### src/pam_pkg.sv
// Shared constants and types for the port A pin function multiplexer.
// Assumes a single system clock and a synchronous, active-high reset.
package pam_pkg;

  // ---------------------------------------------------------------------
  // Sizes and pin positions
  // ---------------------------------------------------------------------
  localparam int PAM_NPIN      = 7;  // Pins port_a_io_2 .. port_a_io_8.
  localparam int PAM_NOUTPIN   = 4;  // Pins that can carry PWM channels.
  localparam int PAM_NPWM      = 6;  // PWM channels in the group.
  localparam int PAM_NFAULT    = 3;  // Off-chip fault inputs.
  localparam int PAM_SHARED_CH = 2;  // First channel that uses a shared pin.
  localparam int PAM_FAULT_PIN = 4;  // Pin index of fault_in_0.
  localparam int PAM_PIN_SS    = 0;  // Slave select pin (port_a_io_2).
  localparam int PAM_PIN_MISO  = 1;  // Slave data out pin (port_a_io_3).
  localparam int PAM_PIN_MOSI  = 2;  // Master data out pin (port_a_io_4).
  localparam int PAM_PIN_SCLK  = 3;  // Serial clock pin (port_a_io_5).
  localparam int PAM_SEL_W     = 3;  // Width of a pin index.

  // ---------------------------------------------------------------------
  // Pin function encoding
  // ---------------------------------------------------------------------
  typedef enum logic [1:0] {
    PAM_FN_PRIMARY = 2'h0,  // PWM output or fault input.
    PAM_FN_ALT     = 2'h1,  // Serial port 1 line (output pins only).
    PAM_FN_GPIO    = 2'h2,  // General-purpose input or output.
    PAM_FN_NONE    = 2'h3   // No usable function; pin released.
  } pam_func_t;

  // Drive value and output enable of the shared pins, travelling together.
  typedef struct packed {
    logic [PAM_NPIN-1:0] drive;  // Level driven while enabled.
    logic [PAM_NPIN-1:0] oe;     // High while the block drives the pin.
  } pam_pins_t;

  // Per fault input, the PWM channels that it disables.
  typedef logic [PAM_NFAULT-1:0][PAM_NPWM-1:0] pam_fault_map_t;

endpackage : pam_pkg

### src/pam_port_a_mux.sv
// Function multiplexer for the seven shared port A pins.
// Assumes the PWM generator, fault logic and serial engine sit on the
// same clock and present their signals as plain levels.
`timescale 1ns/1ns
module pam_port_a_mux
  import pam_pkg::*;
#(
  parameter bit FULL_VARIANT = 1'b1  // 1: full part, 0: reduced part.
) (
  input  wire logic                  clk_sys_in,      // System clock.
  input  wire logic                  rst_in,          // Chip reset.
  input  wire logic                  sel_load_in,     // Load a pin function.
  input  wire logic [PAM_SEL_W-1:0]  sel_pin_in,      // Pin to load.
  input  pam_func_t                  sel_func_in,     // Function to load.
  input  wire logic [PAM_NPIN-1:0]   gpio_dir_in,     // 1: GPIO output.
  input  wire logic [PAM_NPIN-1:0]   gpio_data_in,    // GPIO output level.
  input  wire logic [PAM_NPWM-1:0]   pwm_ch_in,       // Generator channels.
  input  pam_fault_map_t             fault_map_in,    // Fault to channel map.
  input  wire logic                  spi_master_in,   // 1: port is master.
  input  wire logic                  spi_miso_drv_in, // Engine slave data.
  input  wire logic                  spi_mosi_drv_in, // Engine master data.
  input  wire logic                  spi_sclk_drv_in, // Engine master clock.
  input  wire logic [PAM_NPIN-1:0]   pin_in,          // Pin levels.
  output pam_pins_t                  pins_out,        // Pin drive and enable.
  output logic [PAM_SHARED_CH-1:0]   pwm01_out,       // Channels 0 and 1.
  output logic [PAM_NPIN-1:0]        gpio_rd_out,     // GPIO read levels.
  output logic [PAM_NFAULT-1:0]      fault_act_out,   // Active faults.
  output logic                       spi_sel_out,     // Slave selected.
  output logic                       spi_sclk_rx_out, // Slave clock in.
  output logic                       spi_mosi_rx_out, // Slave data in.
  output logic                       spi_miso_rx_out, // Master data in.
  output pam_func_t                  func_out [PAM_NPIN] // Current functions.
);

  // ---------------------------------------------------------------------
  // Declarations
  // ---------------------------------------------------------------------
  localparam pam_func_t DEF_FUNC = pam_func_t'(FULL_VARIANT ? PAM_FN_PRIMARY
                                                            : PAM_FN_NONE);

  pam_func_t             func_r [PAM_NPIN];  // Selected function per pin.
  logic [PAM_NPIN-1:0]   pin_s;              // Synchronised pin levels.
  logic [PAM_NFAULT-1:0] fault_act;          // Fault pins asserting.
  logic [PAM_NPWM-1:0]   pwm_kill;           // Channels disabled by faults.
  logic [PAM_NPWM-1:0]   pwm_gated;          // Channels after fault gating.
  logic                  slave_sel;          // Slave mode and selected.
  pam_pins_t             pins_nxt;           // Next pin drive and enable.
  pam_pins_t             pins_r;             // Registered pin drive.
  logic [PAM_SHARED_CH-1:0] pwm01_r;         // Registered channels 0, 1.
  logic [PAM_NPIN-1:0]   gpio_rd_r;          // Registered GPIO reads.
  logic [3:0]            spi_rx_r;           // Registered serial inputs.

  // ---------------------------------------------------------------------
  // Input synchroniser
  // ---------------------------------------------------------------------
  pam_sync3 #(
    .WIDTH (PAM_NPIN)
  ) u_sync (
    .clk_sys_in (clk_sys_in),
    .rst_in     (rst_in),
    .async_in   (pin_in),
    .sync_out   (pin_s)
  );

  // ---------------------------------------------------------------------
  // Function selection
  // ---------------------------------------------------------------------
  // Reset sets the variant default; software then reselects one pin at
  // a time, leaving every other pin untouched.
  always_ff @(posedge clk_sys_in) begin
    if (rst_in) begin
      for (int i = 0; i < PAM_NPIN; i++) begin
        func_r[i] <= DEF_FUNC;
      end
    end else if (sel_load_in && (int'(sel_pin_in) < PAM_NPIN)) begin
      func_r[sel_pin_in] <= sel_func_in;
    end
  end

  // ---------------------------------------------------------------------
  // Fault gating and slave select
  // ---------------------------------------------------------------------
  // A fault pin counts only while it carries its fault function; each
  // asserted fault clears the channels its map names.
  always_comb begin
    pwm_kill = '0;
    for (int k = 0; k < PAM_NFAULT; k++) begin
      fault_act[k] = (func_r[PAM_FAULT_PIN+k] == PAM_FN_PRIMARY)
                     && pin_s[PAM_FAULT_PIN+k];
      if (fault_act[k]) begin
        pwm_kill = pwm_kill | fault_map_in[k];
      end
    end
    pwm_gated = pwm_ch_in & ~pwm_kill;
  end

  // Slave select is active low and only counts in slave mode.
  assign slave_sel = !spi_master_in && !pin_s[PAM_PIN_SS]
                     && (func_r[PAM_PIN_SS] == PAM_FN_ALT);

  // ---------------------------------------------------------------------
  // Pin drive
  // ---------------------------------------------------------------------
  // Builds drive and enable for every pin from its selected function.
  always_comb begin
    pins_nxt = '0;
    for (int i = 0; i < PAM_NPIN; i++) begin
      if (func_r[i] == PAM_FN_GPIO) begin
        pins_nxt.drive[i] = gpio_data_in[i];
        pins_nxt.oe[i]    = gpio_dir_in[i];
      end
    end
    // Output pins carry PWM channels 2 to 5 as their primary function.
    for (int i = 0; i < PAM_NOUTPIN; i++) begin
      if (func_r[i] == PAM_FN_PRIMARY) begin
        pins_nxt.drive[i] = pwm_gated[i+PAM_SHARED_CH];
        pins_nxt.oe[i]    = 1'b1;
      end
    end
    // Slave data out is driven only while selected, else released.
    if (func_r[PAM_PIN_MISO] == PAM_FN_ALT && !spi_master_in) begin
      pins_nxt.drive[PAM_PIN_MISO] = spi_miso_drv_in;
      pins_nxt.oe[PAM_PIN_MISO]    = slave_sel;
    end
    // Master data out is driven only in master mode.
    if (func_r[PAM_PIN_MOSI] == PAM_FN_ALT && spi_master_in) begin
      pins_nxt.drive[PAM_PIN_MOSI] = spi_mosi_drv_in;
      pins_nxt.oe[PAM_PIN_MOSI]    = 1'b1;
    end
    // Serial clock is an output as master and an input as slave.
    if (func_r[PAM_PIN_SCLK] == PAM_FN_ALT && spi_master_in) begin
      pins_nxt.drive[PAM_PIN_SCLK] = spi_sclk_drv_in;
      pins_nxt.oe[PAM_PIN_SCLK]    = 1'b1;
    end
  end

  // Registers the pin drive; reset releases every pin.
  always_ff @(posedge clk_sys_in) begin
    if (rst_in) begin
      pins_r <= '0;
    end else begin
      pins_r <= pins_nxt;
    end
  end

  // ---------------------------------------------------------------------
  // Results toward the core
  // ---------------------------------------------------------------------
  // Registers dedicated PWM channels, GPIO reads and serial inputs.
  always_ff @(posedge clk_sys_in) begin
    if (rst_in) begin
      pwm01_r   <= '0;
      gpio_rd_r <= '0;
      spi_rx_r  <= '0;
    end else begin
      pwm01_r   <= pwm_gated[PAM_SHARED_CH-1:0];
      gpio_rd_r <= pin_s;
      spi_rx_r[0] <= slave_sel;
      spi_rx_r[1] <= !spi_master_in && pin_s[PAM_PIN_SCLK]
                     && (func_r[PAM_PIN_SCLK] == PAM_FN_ALT);
      spi_rx_r[2] <= !spi_master_in && pin_s[PAM_PIN_MOSI]
                     && (func_r[PAM_PIN_MOSI] == PAM_FN_ALT);
      spi_rx_r[3] <= spi_master_in && pin_s[PAM_PIN_MISO]
                     && (func_r[PAM_PIN_MISO] == PAM_FN_ALT);
    end
  end

  assign pins_out        = pins_r;
  assign pwm01_out       = pwm01_r;
  assign gpio_rd_out     = gpio_rd_r;
  assign fault_act_out   = fault_act;
  assign spi_sel_out     = spi_rx_r[0];
  assign spi_sclk_rx_out = spi_rx_r[1];
  assign spi_mosi_rx_out = spi_rx_r[2];
  assign spi_miso_rx_out = spi_rx_r[3];
  assign func_out        = func_r;
endmodule : pam_port_a_mux

### src/pam_sync3.sv
// Three-stage input synchroniser for the shared pins.
// Assumes asynchronous inputs; output changes once stages two and three
// agree, so a single-cycle glitch never reaches the block.
`timescale 1ns/1ns
module pam_sync3 #(
  parameter int WIDTH = 1
) (
  input  wire logic             clk_sys_in,  // System clock.
  input  wire logic             rst_in,      // Synchronous reset.
  input  wire logic [WIDTH-1:0] async_in,    // Raw pin levels.
  output logic      [WIDTH-1:0] sync_out     // Filtered levels.
);

  // ---------------------------------------------------------------------
  // Stages
  // ---------------------------------------------------------------------
  logic [WIDTH-1:0] st1_r;  // First stage; read by the second only.
  logic [WIDTH-1:0] st2_r;  // Second stage.
  logic [WIDTH-1:0] st3_r;  // Third stage.
  logic [WIDTH-1:0] out_r;  // Accepted level.

  // The chain itself; pins idle high because of their pull-ups.
  always_ff @(posedge clk_sys_in) begin
    if (rst_in) begin
      st1_r <= '1;
      st2_r <= '1;
      st3_r <= '1;
    end else begin
      st1_r <= async_in;
      st2_r <= st1_r;
      st3_r <= st2_r;
    end
  end

  // A bit is accepted only where stages two and three agree.
  always_ff @(posedge clk_sys_in) begin
    if (rst_in) begin
      out_r <= '1;
    end else begin
      for (int i = 0; i < WIDTH; i++) begin
        if (st2_r[i] == st3_r[i]) begin
          out_r[i] <= st3_r[i];
        end
      end
    end
  end

  assign sync_out = out_r;

endmodule : pam_sync3

### config.mk
export PLATFORM = sky130hd
export DESIGN_NAME = pam_port_a_mux
export DESIGN_NICKNAME = d
export VERILOG_FILES = /design/src/pam_pkg.sv /design/src/pam_port_a_mux.sv /design/src/pam_sync3.sv
export SDC_FILE = /design/constraint.sdc
export NUM_CORES = 1
export LEC_CHECK = 0
export ABC_AREA = 1
export ABC_CLOCK_PERIOD_IN_PS = 2080
export BUFFER_PORTS_ARGS = -buffer_cell sky130_fd_sc_hd__buf_2
export CAP_MARGIN = 15
export CORE_MARGIN = 5
export CORE_UTILIZATION = 53
export CTS_BUF_LIST = sky130_fd_sc_hd__clkbuf_8
export CTS_CLUSTER_SIZE = 30
export DETAILED_ROUTE_END_ITERATION = 16
export GPL_TIMING_DRIVEN = 0
export PLACE_DENSITY = 0.95
export SKIP_CTS_REPAIR_TIMING = 1
export SYNTH_ARGS = -nofsm -noshare
export SYNTH_HDL_FRONTEND = slang
export SYNTH_SLANG_ARGS = --single-unit
export TNS_END_PERCENT = 100
### constraint.sdc
create_clock -name clk_sys_in -period 2.08 [get_ports clk_sys_in]
set_input_delay 0 -clock clk_sys_in [delete_from_list [all_inputs] [get_ports clk_sys_in]]
set_output_delay 0 -clock clk_sys_in [all_outputs]
set_load 0.01 [all_outputs]
==> Word level (Yosys, flattened, before mapping) <==
Cells that the tools add are included.
{ "word_totals": {"regBits": 69, "in_bits": 57, "out_inout_bits": 44, "word_cells": 113} }
{ "classes": {"n_lt_le_gt_ge": 3, "eq_ne": 18, "mux": 28, "bitwise": 8, "n_reduce_logical": 28} }
{ "op_table": {"columns": ["cell", "count"], "rows": [
  ["$mux 1", 22],
  ["$mux 6", 3],
  ["$logic_and 1x1->1", 16],
  ["$bwmux 14", 1],
  ["$eq 2x2->1 const B", 7],
  ["$logic_not 2->1", 7],
  ["$or 6x6->6", 2],
  ["$eq 2x1->1 const B", 4],
  ["$eq 1x1->1", 7],
  ["$and 6x6->6", 1],
  ["$demux 2 s3", 1],
  ["$not 6->6", 1],
  ["$reduce_or 2->1", 3],
  ["$ge 4x4->1 const B", 1],
  ["$lt 4x1->1 const B", 1],
  ["$not 3->4", 1],
  ["$lt 3x3->1 const B", 1],
  ["$not 1->1", 3],
  ["$logic_not 1->1", 2],
  ["$mux 2", 1]
]} }

==> Logic depth before layout (Yosys ltp) <==
Gate-level depths: netlist of the first run.
{ "logic_depth": {"word_depth": 11, "mapped_depth": 8, "mapped_depth_nobuf": 8} }

==> Cells and area by module <==
From an unflattened synthesis of the first run, not the netlist that was laid out.
{ "unflattened": {"hier_cells": 329, "area_unflattened_um2": 2557.5} }
{ "by_module_without_submodules": {"columns": ["mod", "instances", "cells_per_inst", "area_per_inst_um2", "seq_area_each_um2"], "rows": [
  ["pam_port_a_mux", 1, 221, 1639.1, 820.8],
  ["pam_sync3", 1, 108, 918.4, 560.5]
]} }

==> Least setup slack after synthesis of the first run <==
No wires, ideal clock.
{ "synth_timing": {"path_type": "register -> register", "start": "register func_r, in the netlist func_out[2]", "end": "register pins_r, in the netlist pins_out[7]", "setup_time_ps": 114, "arrival_ps": 950, "required_ps": 1966, "path_slack_ps": 1016, "path_stages_with_launch": 7, "n_path_buf": 0, "period_less_slack_ps": 1064, "cell_sequence": "dfxtp_1 -> nor3_4 -> nand2_1 -> nand2_1 -> nor2_1 -> nor2_2 -> nor2_1"} }
{ "synth_via": {"elab_chain_cells": 8} }
{ "synth_rtl": {"columns": ["element", "line", "rtl"], "rows": [
  ["from (decl)", "pam_port_a_mux.sv:41", "pam_func_t func_r [PAM_NPIN];"],
  ["from (signal, indexed assignment)", "pam_port_a_mux.sv:76", "func_r[sel_pin_in] <= sel_func_in;"],
  ["$logic_not 2->1 *", "pam_port_a_mux.sv:88", "fault_act[k] = (func_r[PAM_FAULT_PIN+k] == PAM_FN_PRIMARY)"],
  ["$logic_and 1x1->1 *", "pam_port_a_mux.sv:89", "&& pin_s[PAM_FAULT_PIN+k];"],
  ["named net fault_act_out[1]", "pam_port_a_mux.sv:27", "output logic [PAM_NFAULT-1:0] fault_act_out,"],
  ["$mux 6 *", "pam_port_a_mux.sv:90", "if (fault_act[k]) begin"],
  ["$or 6x6->6", "pam_port_a_mux.sv:91", "pwm_kill = pwm_kill | fault_map_in[k];"],
  ["$mux 6 *", "pam_port_a_mux.sv:90", null],
  ["$not 6->6 *", "pam_port_a_mux.sv:94", "pwm_gated = pwm_ch_in & ~pwm_kill;"],
  ["$and 6x6->6 *", "pam_port_a_mux.sv:94", null],
  ["$mux 1 *", "pam_port_a_mux.sv:115", "if (func_r[i] == PAM_FN_PRIMARY) begin"],
  ["to (signal assigned)", "pam_port_a_mux.sv:142", "pins_r <= pins_nxt;"],
  ["to (decl)", "pam_port_a_mux.sv:48", "pam_pins_t pins_r;"]
]} }
Mark *: on every way through the listed nets, which the timed path passes. The rest lies on a longest branch.
A chain may end at the register's enable or synchronous reset.

==> Worst setup path in the final report of the first run <==
{ "layout_timing": {"start": "register u_sync.out_r[4] (netlist: u_sync.sync_out[4])", "end": "register pwm01_r[0] (netlist: pwm01_out[0])"} }
{ "layout_via": {"elab_chain_cells": 8} }
{ "layout_rtl": {"columns": ["element", "line", "rtl"], "rows": [
  ["from (decl)", "pam_sync3.sv:20", "logic [WIDTH-1:0] out_r;"],
  ["from (signal, indexed assignment)", "pam_sync3.sv:42", "out_r[i] <= st3_r[i];"],
  ["$logic_and 1x1->1 *", "pam_port_a_mux.sv:89", null],
  ["$mux 6 *", "pam_port_a_mux.sv:90", null],
  ["$or 6x6->6", "pam_port_a_mux.sv:91", null],
  ["$mux 6 *", "pam_port_a_mux.sv:90", null],
  ["$or 6x6->6", "pam_port_a_mux.sv:91", null],
  ["$mux 6 *", "pam_port_a_mux.sv:90", null],
  ["$not 6->6 *", "pam_port_a_mux.sv:94", null],
  ["$and 6x6->6 *", "pam_port_a_mux.sv:94", null],
  ["to (signal assigned)", "pam_port_a_mux.sv:156", "pwm01_r <= pwm_gated[PAM_SHARED_CH-1:0];"],
  ["to (decl)", "pam_port_a_mux.sv:49", "logic [PAM_SHARED_CH-1:0] pwm01_r;"]
]} }
Every way passes the cells marked *; elsewhere a longest branch is shown, timed or not.

==> metrics.md, run 1 <==
| Metric | Value |
|---|---|
| Status | complete, but fails checks |
| Failing checks | negative hold slack |
| Commonest non-fill, non-tap cells in the layout | 105 x buf_2, 69 x dfxtp_1, 41 x inv_1, 36 x nor2_1, 36 x nand2_1 |
| Max IR drop VDD | 0.000533 V |
| Startpoint Class | flop |
| Cell family with most CP delay | buffers and inverters |
| Number of fill cells | 288 |
| Max-cap violations | 0 |
| CP max-delay cell | dlygate4sd3_1 |
| FMAX | 0.608 GHz |
| Reg-to-reg setup timing slack | 440 ps |
| Main flop type after synthesis | dfxtp_1 |
| Combinational share of power | 11.4% |
| Diode count | 0 |
| CTS Buf Count | 9 |
| Switching power | 638 uW |
| Critical Path AT | 1890 ps |
| P_leak | 0.00176 uW |
| Mapped cell area | 0.00241 mm2 |
| Sequential share of power | 53.7% |
| First-pass GRT wire length | 10.3 mm |
| Largest net degree at the start of global routing | 11 |
| Syn Nets | 342 |
| WP data required | 2320 ps |
| Top-area cell type share of the netlist area | 57.2% |
| Register area | 0.00138 mm2 |
| # clock sinks | 69 |
| Crit Path Category | flop to flop |
| Post-synthesis sequential area ratio | 57.2% |
| Share of cells above drive strength 1 | 32.6% |
| Syn Inst Count | 285 |
| Routed vias | 2496 |
| Area contributors post-synth | dfxtp_1 57%, inv_1 5.9%, nand2_1 5.6% |
| Post-synth cell types | 22 |
| Largest fanout on the critical path | 5 |
| Clock-pin slew on the worst setup and hold paths | 70 ps |
| Area leader, netlist | dfxtp_1 |
| Synth Register Bits | 69 |
| Routed wire per std cell | 15.7 um |
| Synth warn | 0 |
| Sw Ratio | 24.6% |
| Htree depth | 3 |
| Slew HR | 74.1% |
| Critical path capture point | pwm01_out[0] |
| Grt ovf | 0 |
| Internal power component | 1950 uW |
| Initial antenna violation count | 0 |
| R2r startpoint | u_sync.sync_out[4] |
| Clock power share | 34.9% |
| Mean Syn Cell Area | 8.47 um2 |
| Final wirelength | 7.54 mm |
| GP Congestion | 0.786 |
| Area delta synth->final | 41.2% |
| DP Wirelength | 4.86 mm |
| Stages on the worst setup path | 6 |
| Detailed Route Iter0 Violations | 223 |
| Reg2Reg Depth | 6 |
| Initial Util | 55.1% |
| CP Capture Type | flop |
| Number of global-route vias before repair | 2228 |
| Fin Setup TNS | 0 ps |
| Final setup viols | 0 |
| Port Buffers | 100 |
| Die width | 77.5 um |
| Layout Nets | 480 |
| RSZ-0062 raised after global routing | no |
| Skew-Pair Late Insertion Delay | 340 ps |
| CP max stage delay | 550 ps |
| Core Area | 0.00438 mm2 |
| Fin Clk Skew | 8.95 ps |
| Power per cell area | 760 mW/mm2 |
| Full die area | 0.00601 mm2 |
| Clock Path Buffers | 2 |
| Final core utilization | 77.8% |
| DR vias/cell | 5.21 |
| Row count | 24 |
| Crit-path cells | inv_2, nor3_4, nand2_1, nand3_1, dlygate4sd3_1, nor2_1 |
| Final hold slack | -8.74 ps |
| CTS tree | done |
| Period utilisation layout | 79.1% |
| Ys async rst share | 0% |
| Final min period | 1640 ps |
| Commonest non-fill, non-tap cell in the layout | buf_2 |
| Crit path from | u_sync.sync_out[4] |
| Min-delay worst type | input pin to flop |
| Multi-input gate area | 851 um2 |
| Total track usage | 21.7% |
| Drt drc | 0 |
| Die span in y | 77.5 um |
| Post-synth EDFFs | 0 |
| Pins over their slew limit | 0 |
| I/O pins | 101 |
| Initial DRT Pass Iterations | 7 |
| Post-route ant nets | 0 |
| Final Hold Vio Count | 2 |
| CP bufs+invs | 2 |
| Reg-to-Reg End | pwm01_out[0] |
| Clk Tree Root Cell | clkbuf_8 |
| Worst Max-Slew Pin Slew | 388 ps |
## tightest hold or removal path, stage by stage
cell,delay (ps)
buf_2,70
o21ai_0,70
a21oi_1,140
## layout make-up
type                       instances  share of cell area [%]
buffer                             6                   0.844
clock buffer                      10                    4.04
clock inverter                     5                   0.624
inverter                          41                    4.51
multi-input combinational        169                    25.0
sequential                        69                    40.5
tap                               52                    1.91
timing repair buffer             127                    22.6
## power groups by stage
| stage | registers, uW | clock network, uW | logic (uW) |
|---|---|---|---|
| after floorplan | 1430 | 0 | 108 |
| after CTS | 1390 | 912 | 245 |
| final | 1390 | 905 | 295 |
| after detailed placement | 1420 | 0 | 244 |
| after global routing | 1390 | 969 | 325 |
| after global placement | 1410 | 0 | 236 |
## cell families after synthesis
kind of cell | Yosys count | share of synthesized area (%)
and+or+nand+nor | 120 | 23.9
AOI/OAI and AO/OA | 49 | 11.3
DFF | 69 | 57.2
buffers and inverters | 47 | 7.56
## synth_stat cells, types with 2 or more instances
cell	count
nor3_4	3
nand3_1	23
nor2_1	36
inv_1	38
buf_2	5
a21oi_1	17
o211ai_1	7
a22o_1	2
nand4_1	2
inv_2	3
dfxtp_1	69
o21ai_0	22
or2_2	14
nand2_1	36
## per-layer routing
layer	share of wire (%)	up-vias	GRT usage [%]
met5	0	-	0
met1	35	1160	25.0
met2	52	126	36.3
met3	9.3	24	7.87
met4	4.0	0	8.93
li1	-	1186	-
## state kept, by name, indices dropped and copies added (netlist names)
signal           cells
func_out            14
gpio_rd_out          7
pins_out            14
pwm01_out            2
spi_rx_r             4
u_sync.st1_r         7
u_sync.st2_r         7
u_sync.st3_r         7
u_sync.sync_out      7
## worst min path at each step
stage | start | cells past startpoint | endpoint | slack (ps)
floorplan | spi_master_in | 1 | spi_rx_r[1] | 70
global placement | pin_in[2] | 2 | u_sync.st1_r[2] | 180
detailed placement | pin_in[3] | 2 | u_sync.st1_r[3] | 190
CTS | pin_in[3] | 2 | u_sync.st1_r[3] | -180
global route | gpio_dir_in[3] | 3 | pins_out[3] | 8
finish | gpio_dir_in[3] | 3 | pins_out[3] | -9
## per-stage QoR
stage / std cells / hold WS (ps) / cell area (um2) / worst slack [ps] / power (uW)
2_1_floorplan: 285 / 72.3 / 2410 / 1020 / 1540
3_3_place_gp: 437 / 182 / 2980 / 957 / 1650
3_5_place_dp: 437 / 186 / 2980 / 928 / 1660
4_1_cts: 452 / -176 / 3140 / 853 / 2550
5_1_grt: 479 / 8.35 / 3410 / 335 / 2690
6_report: 479 / -8.74 / 3410 / 436 / 2590
(Power assumes the default switching activity.)
==> inputs of run 2 (changes only) <==
Settings changed: ABC_CLOCK_PERIOD_IN_PS 2080 to 1600, CORE_UTILIZATION 53 to 49, PLACE_DENSITY 0.95 to 0.9.
Clock period 2.08 ns to 1.6 ns, I/O delays scaled along.
==> run 2 against run 1 <==
  * The run now ends clean
  * First-iteration DRC count decreased by 35%
  * Routed wire length shrank 8.4%
  * Clock-buffer cell count did not move
  * Non-clock buffer count fell by 1
  * Core utilization decreased by 5.2 points
  * Cell area up 1.2%
  * Fmax up 33%
  * Largest power group unchanged
  * Highest routed layer unchanged
==> metrics.md, run 2 (same netlist as run 1, synthesis figures left out) <==
| Metric | Value |
|---|---|
| Period utilisation layout | 77.4% (was 79.1%) |
| CTS Buf Count | 9 (unchanged) |
| Full die area | 0.00643 mm2 (was 0.00601 mm2) |
| Number of fill cells | 347 (was 288) |
| CP Capture Type | flop (unchanged) |
| Largest net degree at the start of global routing | 12 (was 11) |
| Slew HR | 76.9% (was 74.1%) |
| Status | complete, no violations (was complete, but fails checks) |
| Die width | 80.2 um (was 77.5 um) |
| DR vias/cell | 4.87 (was 5.21) |
| Detailed Route Iter0 Violations | 145 (was 223) |
| Crit Path Category | flop to flop (unchanged) |
| CP max stage delay | 460 ps (was 550 ps) |
| Number of global-route vias before repair | 2244 (was 2228) |
| Total track usage | 21.2% (was 21.7%) |
| Routed vias | 2403 (was 2496) |
| Htree depth | 3 (unchanged) |
| Clock-pin slew on the worst setup and hold paths | 70 ps (about the same) |
| Worst Max-Slew Pin Slew | 346 ps (was 388 ps) |
| Row count | 25 (was 24) |
| Routed wire per std cell | 14.0 um (was 15.7 um) |
| P_leak | 0.00177 uW (was 0.00176 uW) |
| Share of cells above drive strength 1 | 33.1% (was 32.6%) |
| Power per cell area | 1020 mW/mm2 (was 760 mW/mm2) |
| GP Congestion | 0.834 (was 0.786) |
| I/O pins | 101 (unchanged) |
| Area delta synth->final | 42.8% (was 41.2%) |
| CTS tree | done (unchanged) |
| Placed Area | 0.00300 mm2 (was 0.00298 mm2) |
| Clock Path Buffers | 2 (unchanged) |
| CP max-delay cell | dfxtp_1 (was dlygate4sd3_1) |
| Largest fanout on the critical path | 5 (unchanged) |
| Final core utilization | 72.6% (was 77.8%) |
| Fin Clk Skew | 10.0 ps (was 8.95 ps) |
| Final wirelength | 6.91 mm (was 7.54 mm) |
| Die span in y | 80.2 um (was 77.5 um) |
| Fin Setup TNS | 0 ps (unchanged) |
| Initial antenna violation count | 0 (unchanged) |
| Most used cell, CP | nand2_1 |
| Commonest non-fill, non-tap cell in the layout | buf_2 (unchanged) |
| WP data required | 1870 ps (was 2320 ps) |
| First-pass GRT wire length | 10.3 mm (about the same) |
| Diode count | 0 (unchanged) |
| Register area | 0.00138 mm2 (unchanged) |
| Critical Path AT | 1510 ps (was 1890 ps) |
| DP Wirelength | 4.85 mm (was 4.86 mm) |
| Core Area | 0.00475 mm2 (was 0.00438 mm2) |
| Final min period | 1240 ps (was 1640 ps) |
| Initial DRT Pass Iterations | 5 (was 7) |
| # clock sinks | 69 (unchanged) |
| Startpoint Class | flop (unchanged) |
| Max IR drop VDD | 0.000574 V (was 0.000533 V) |
| Multi-input gate area | 851 um2 (unchanged) |
| Max-cap violations | 0 (unchanged) |
| Initial Util | 50.8% (was 55.1%) |
| RSZ-0062 raised after global routing | no (unchanged) |
| Skew-Pair Late Insertion Delay | 330 ps (was 340 ps) |
| CP bufs+invs | 1 (was 2) |
| Drt drc | 0 (unchanged) |
| Power Total | 3530 uW (was 2590 uW) |
| Min-delay worst type | input pin to flop (unchanged) |
| Cell family with most CP delay | simple AND/OR/NAND/NOR gates (was buffers and inverters) |
| Final setup viols | 0 (unchanged) |
| Final Hold Vio Count | 0 (was 2) |
| Pins over their slew limit | 0 (unchanged) |
| Grt ovf | 0 (unchanged) |
| Layout Nets | 479 (was 480) |
| Final instance area | 0.00345 mm2 (was 0.00341 mm2) |
| Port Buffers | 100 (unchanged) |
| Commonest non-fill, non-tap cells in the layout | 105 x buf_2, 69 x dfxtp_1, 39 x inv_1, 36 x nor2_1, 36 x nand2_1 (was 105 x buf_2, 69 x dfxtp_1, 41 x inv_1, 36 x nor2_1, 36 x nand2_1) |
| Clk Tree Root Cell | clkbuf_8 (unchanged) |
| Crit-path cells | nor2_1, nand3_1, nand2_1, nor2_1, nand2_1, nand3_1, nand2_1, inv_1 (was inv_2, nor3_4, nand2_1, nand3_1, dlygate4sd3_1, nor2_1) |
| Post-route ant nets | 0 (unchanged) |
| FMAX | 0.807 GHz (was 0.608 GHz) |
==> run 2: worst min-delay path, cell delays in order <==
cell and delay (ps):
buf_2 140, nand3_1 90, a21oi_1 60
==> run 2: final cells by class <==
class	instances	share of cell area, %
Buffer	6	0.834
Clock inverter	5	1.52
Inverter	41	4.46
Timing Repair Buffer	126	22.1
Multi-Input combinational cell	169	24.7
Sequential cell	69	40.0
Clock buffer	10	3.99
Tap cell	67	2.43
==> run 2: where the power goes <==
group          total [uW]  switching (uW)  leakage [uW]  internal, uW
clock network        1350             606      0.000103           745
logic                 375             191       0.00110           184
registers            1800            28.3      0.000566          1780
==> run 2: routing by layer <==
metal | GRT usage [%] | vias to the layer above | wire, um
li1 | - | 1189 | -
met4 | 8.11 | 0 | 112
met1 | 25.7 | 1086 | 2860
met5 | 0 | - | 0
met3 | 6.61 | 12 | 626
met2 | 34.9 | 116 | 3310
==> run 2: worst paths after layout <==
kind,cells past startpoint,slack (ps),from,endpoint
setup / recovery,8,360,func_out[5],pins_out[8]
hold / removal,3,3,sel_func_in[1],func_out[5]
setup reg to reg,8,360,func_out[5],pins_out[8]
hold reg to reg,1,410,u_sync.st1_r[1],u_sync.st2_r[1]
==> run 2: metrics by stage <==
step | hold slack [ps] | worst slack (ps) | cells
final | 2.84 | 361 | 493
after global routing | 6.75 | 258 | 493
after CTS | -163 | 362 | 467
after detailed placement | 185 | 401 | 452
after global placement | 181 | 448 | 452
after floorplan | 72.3 | 536 | 285
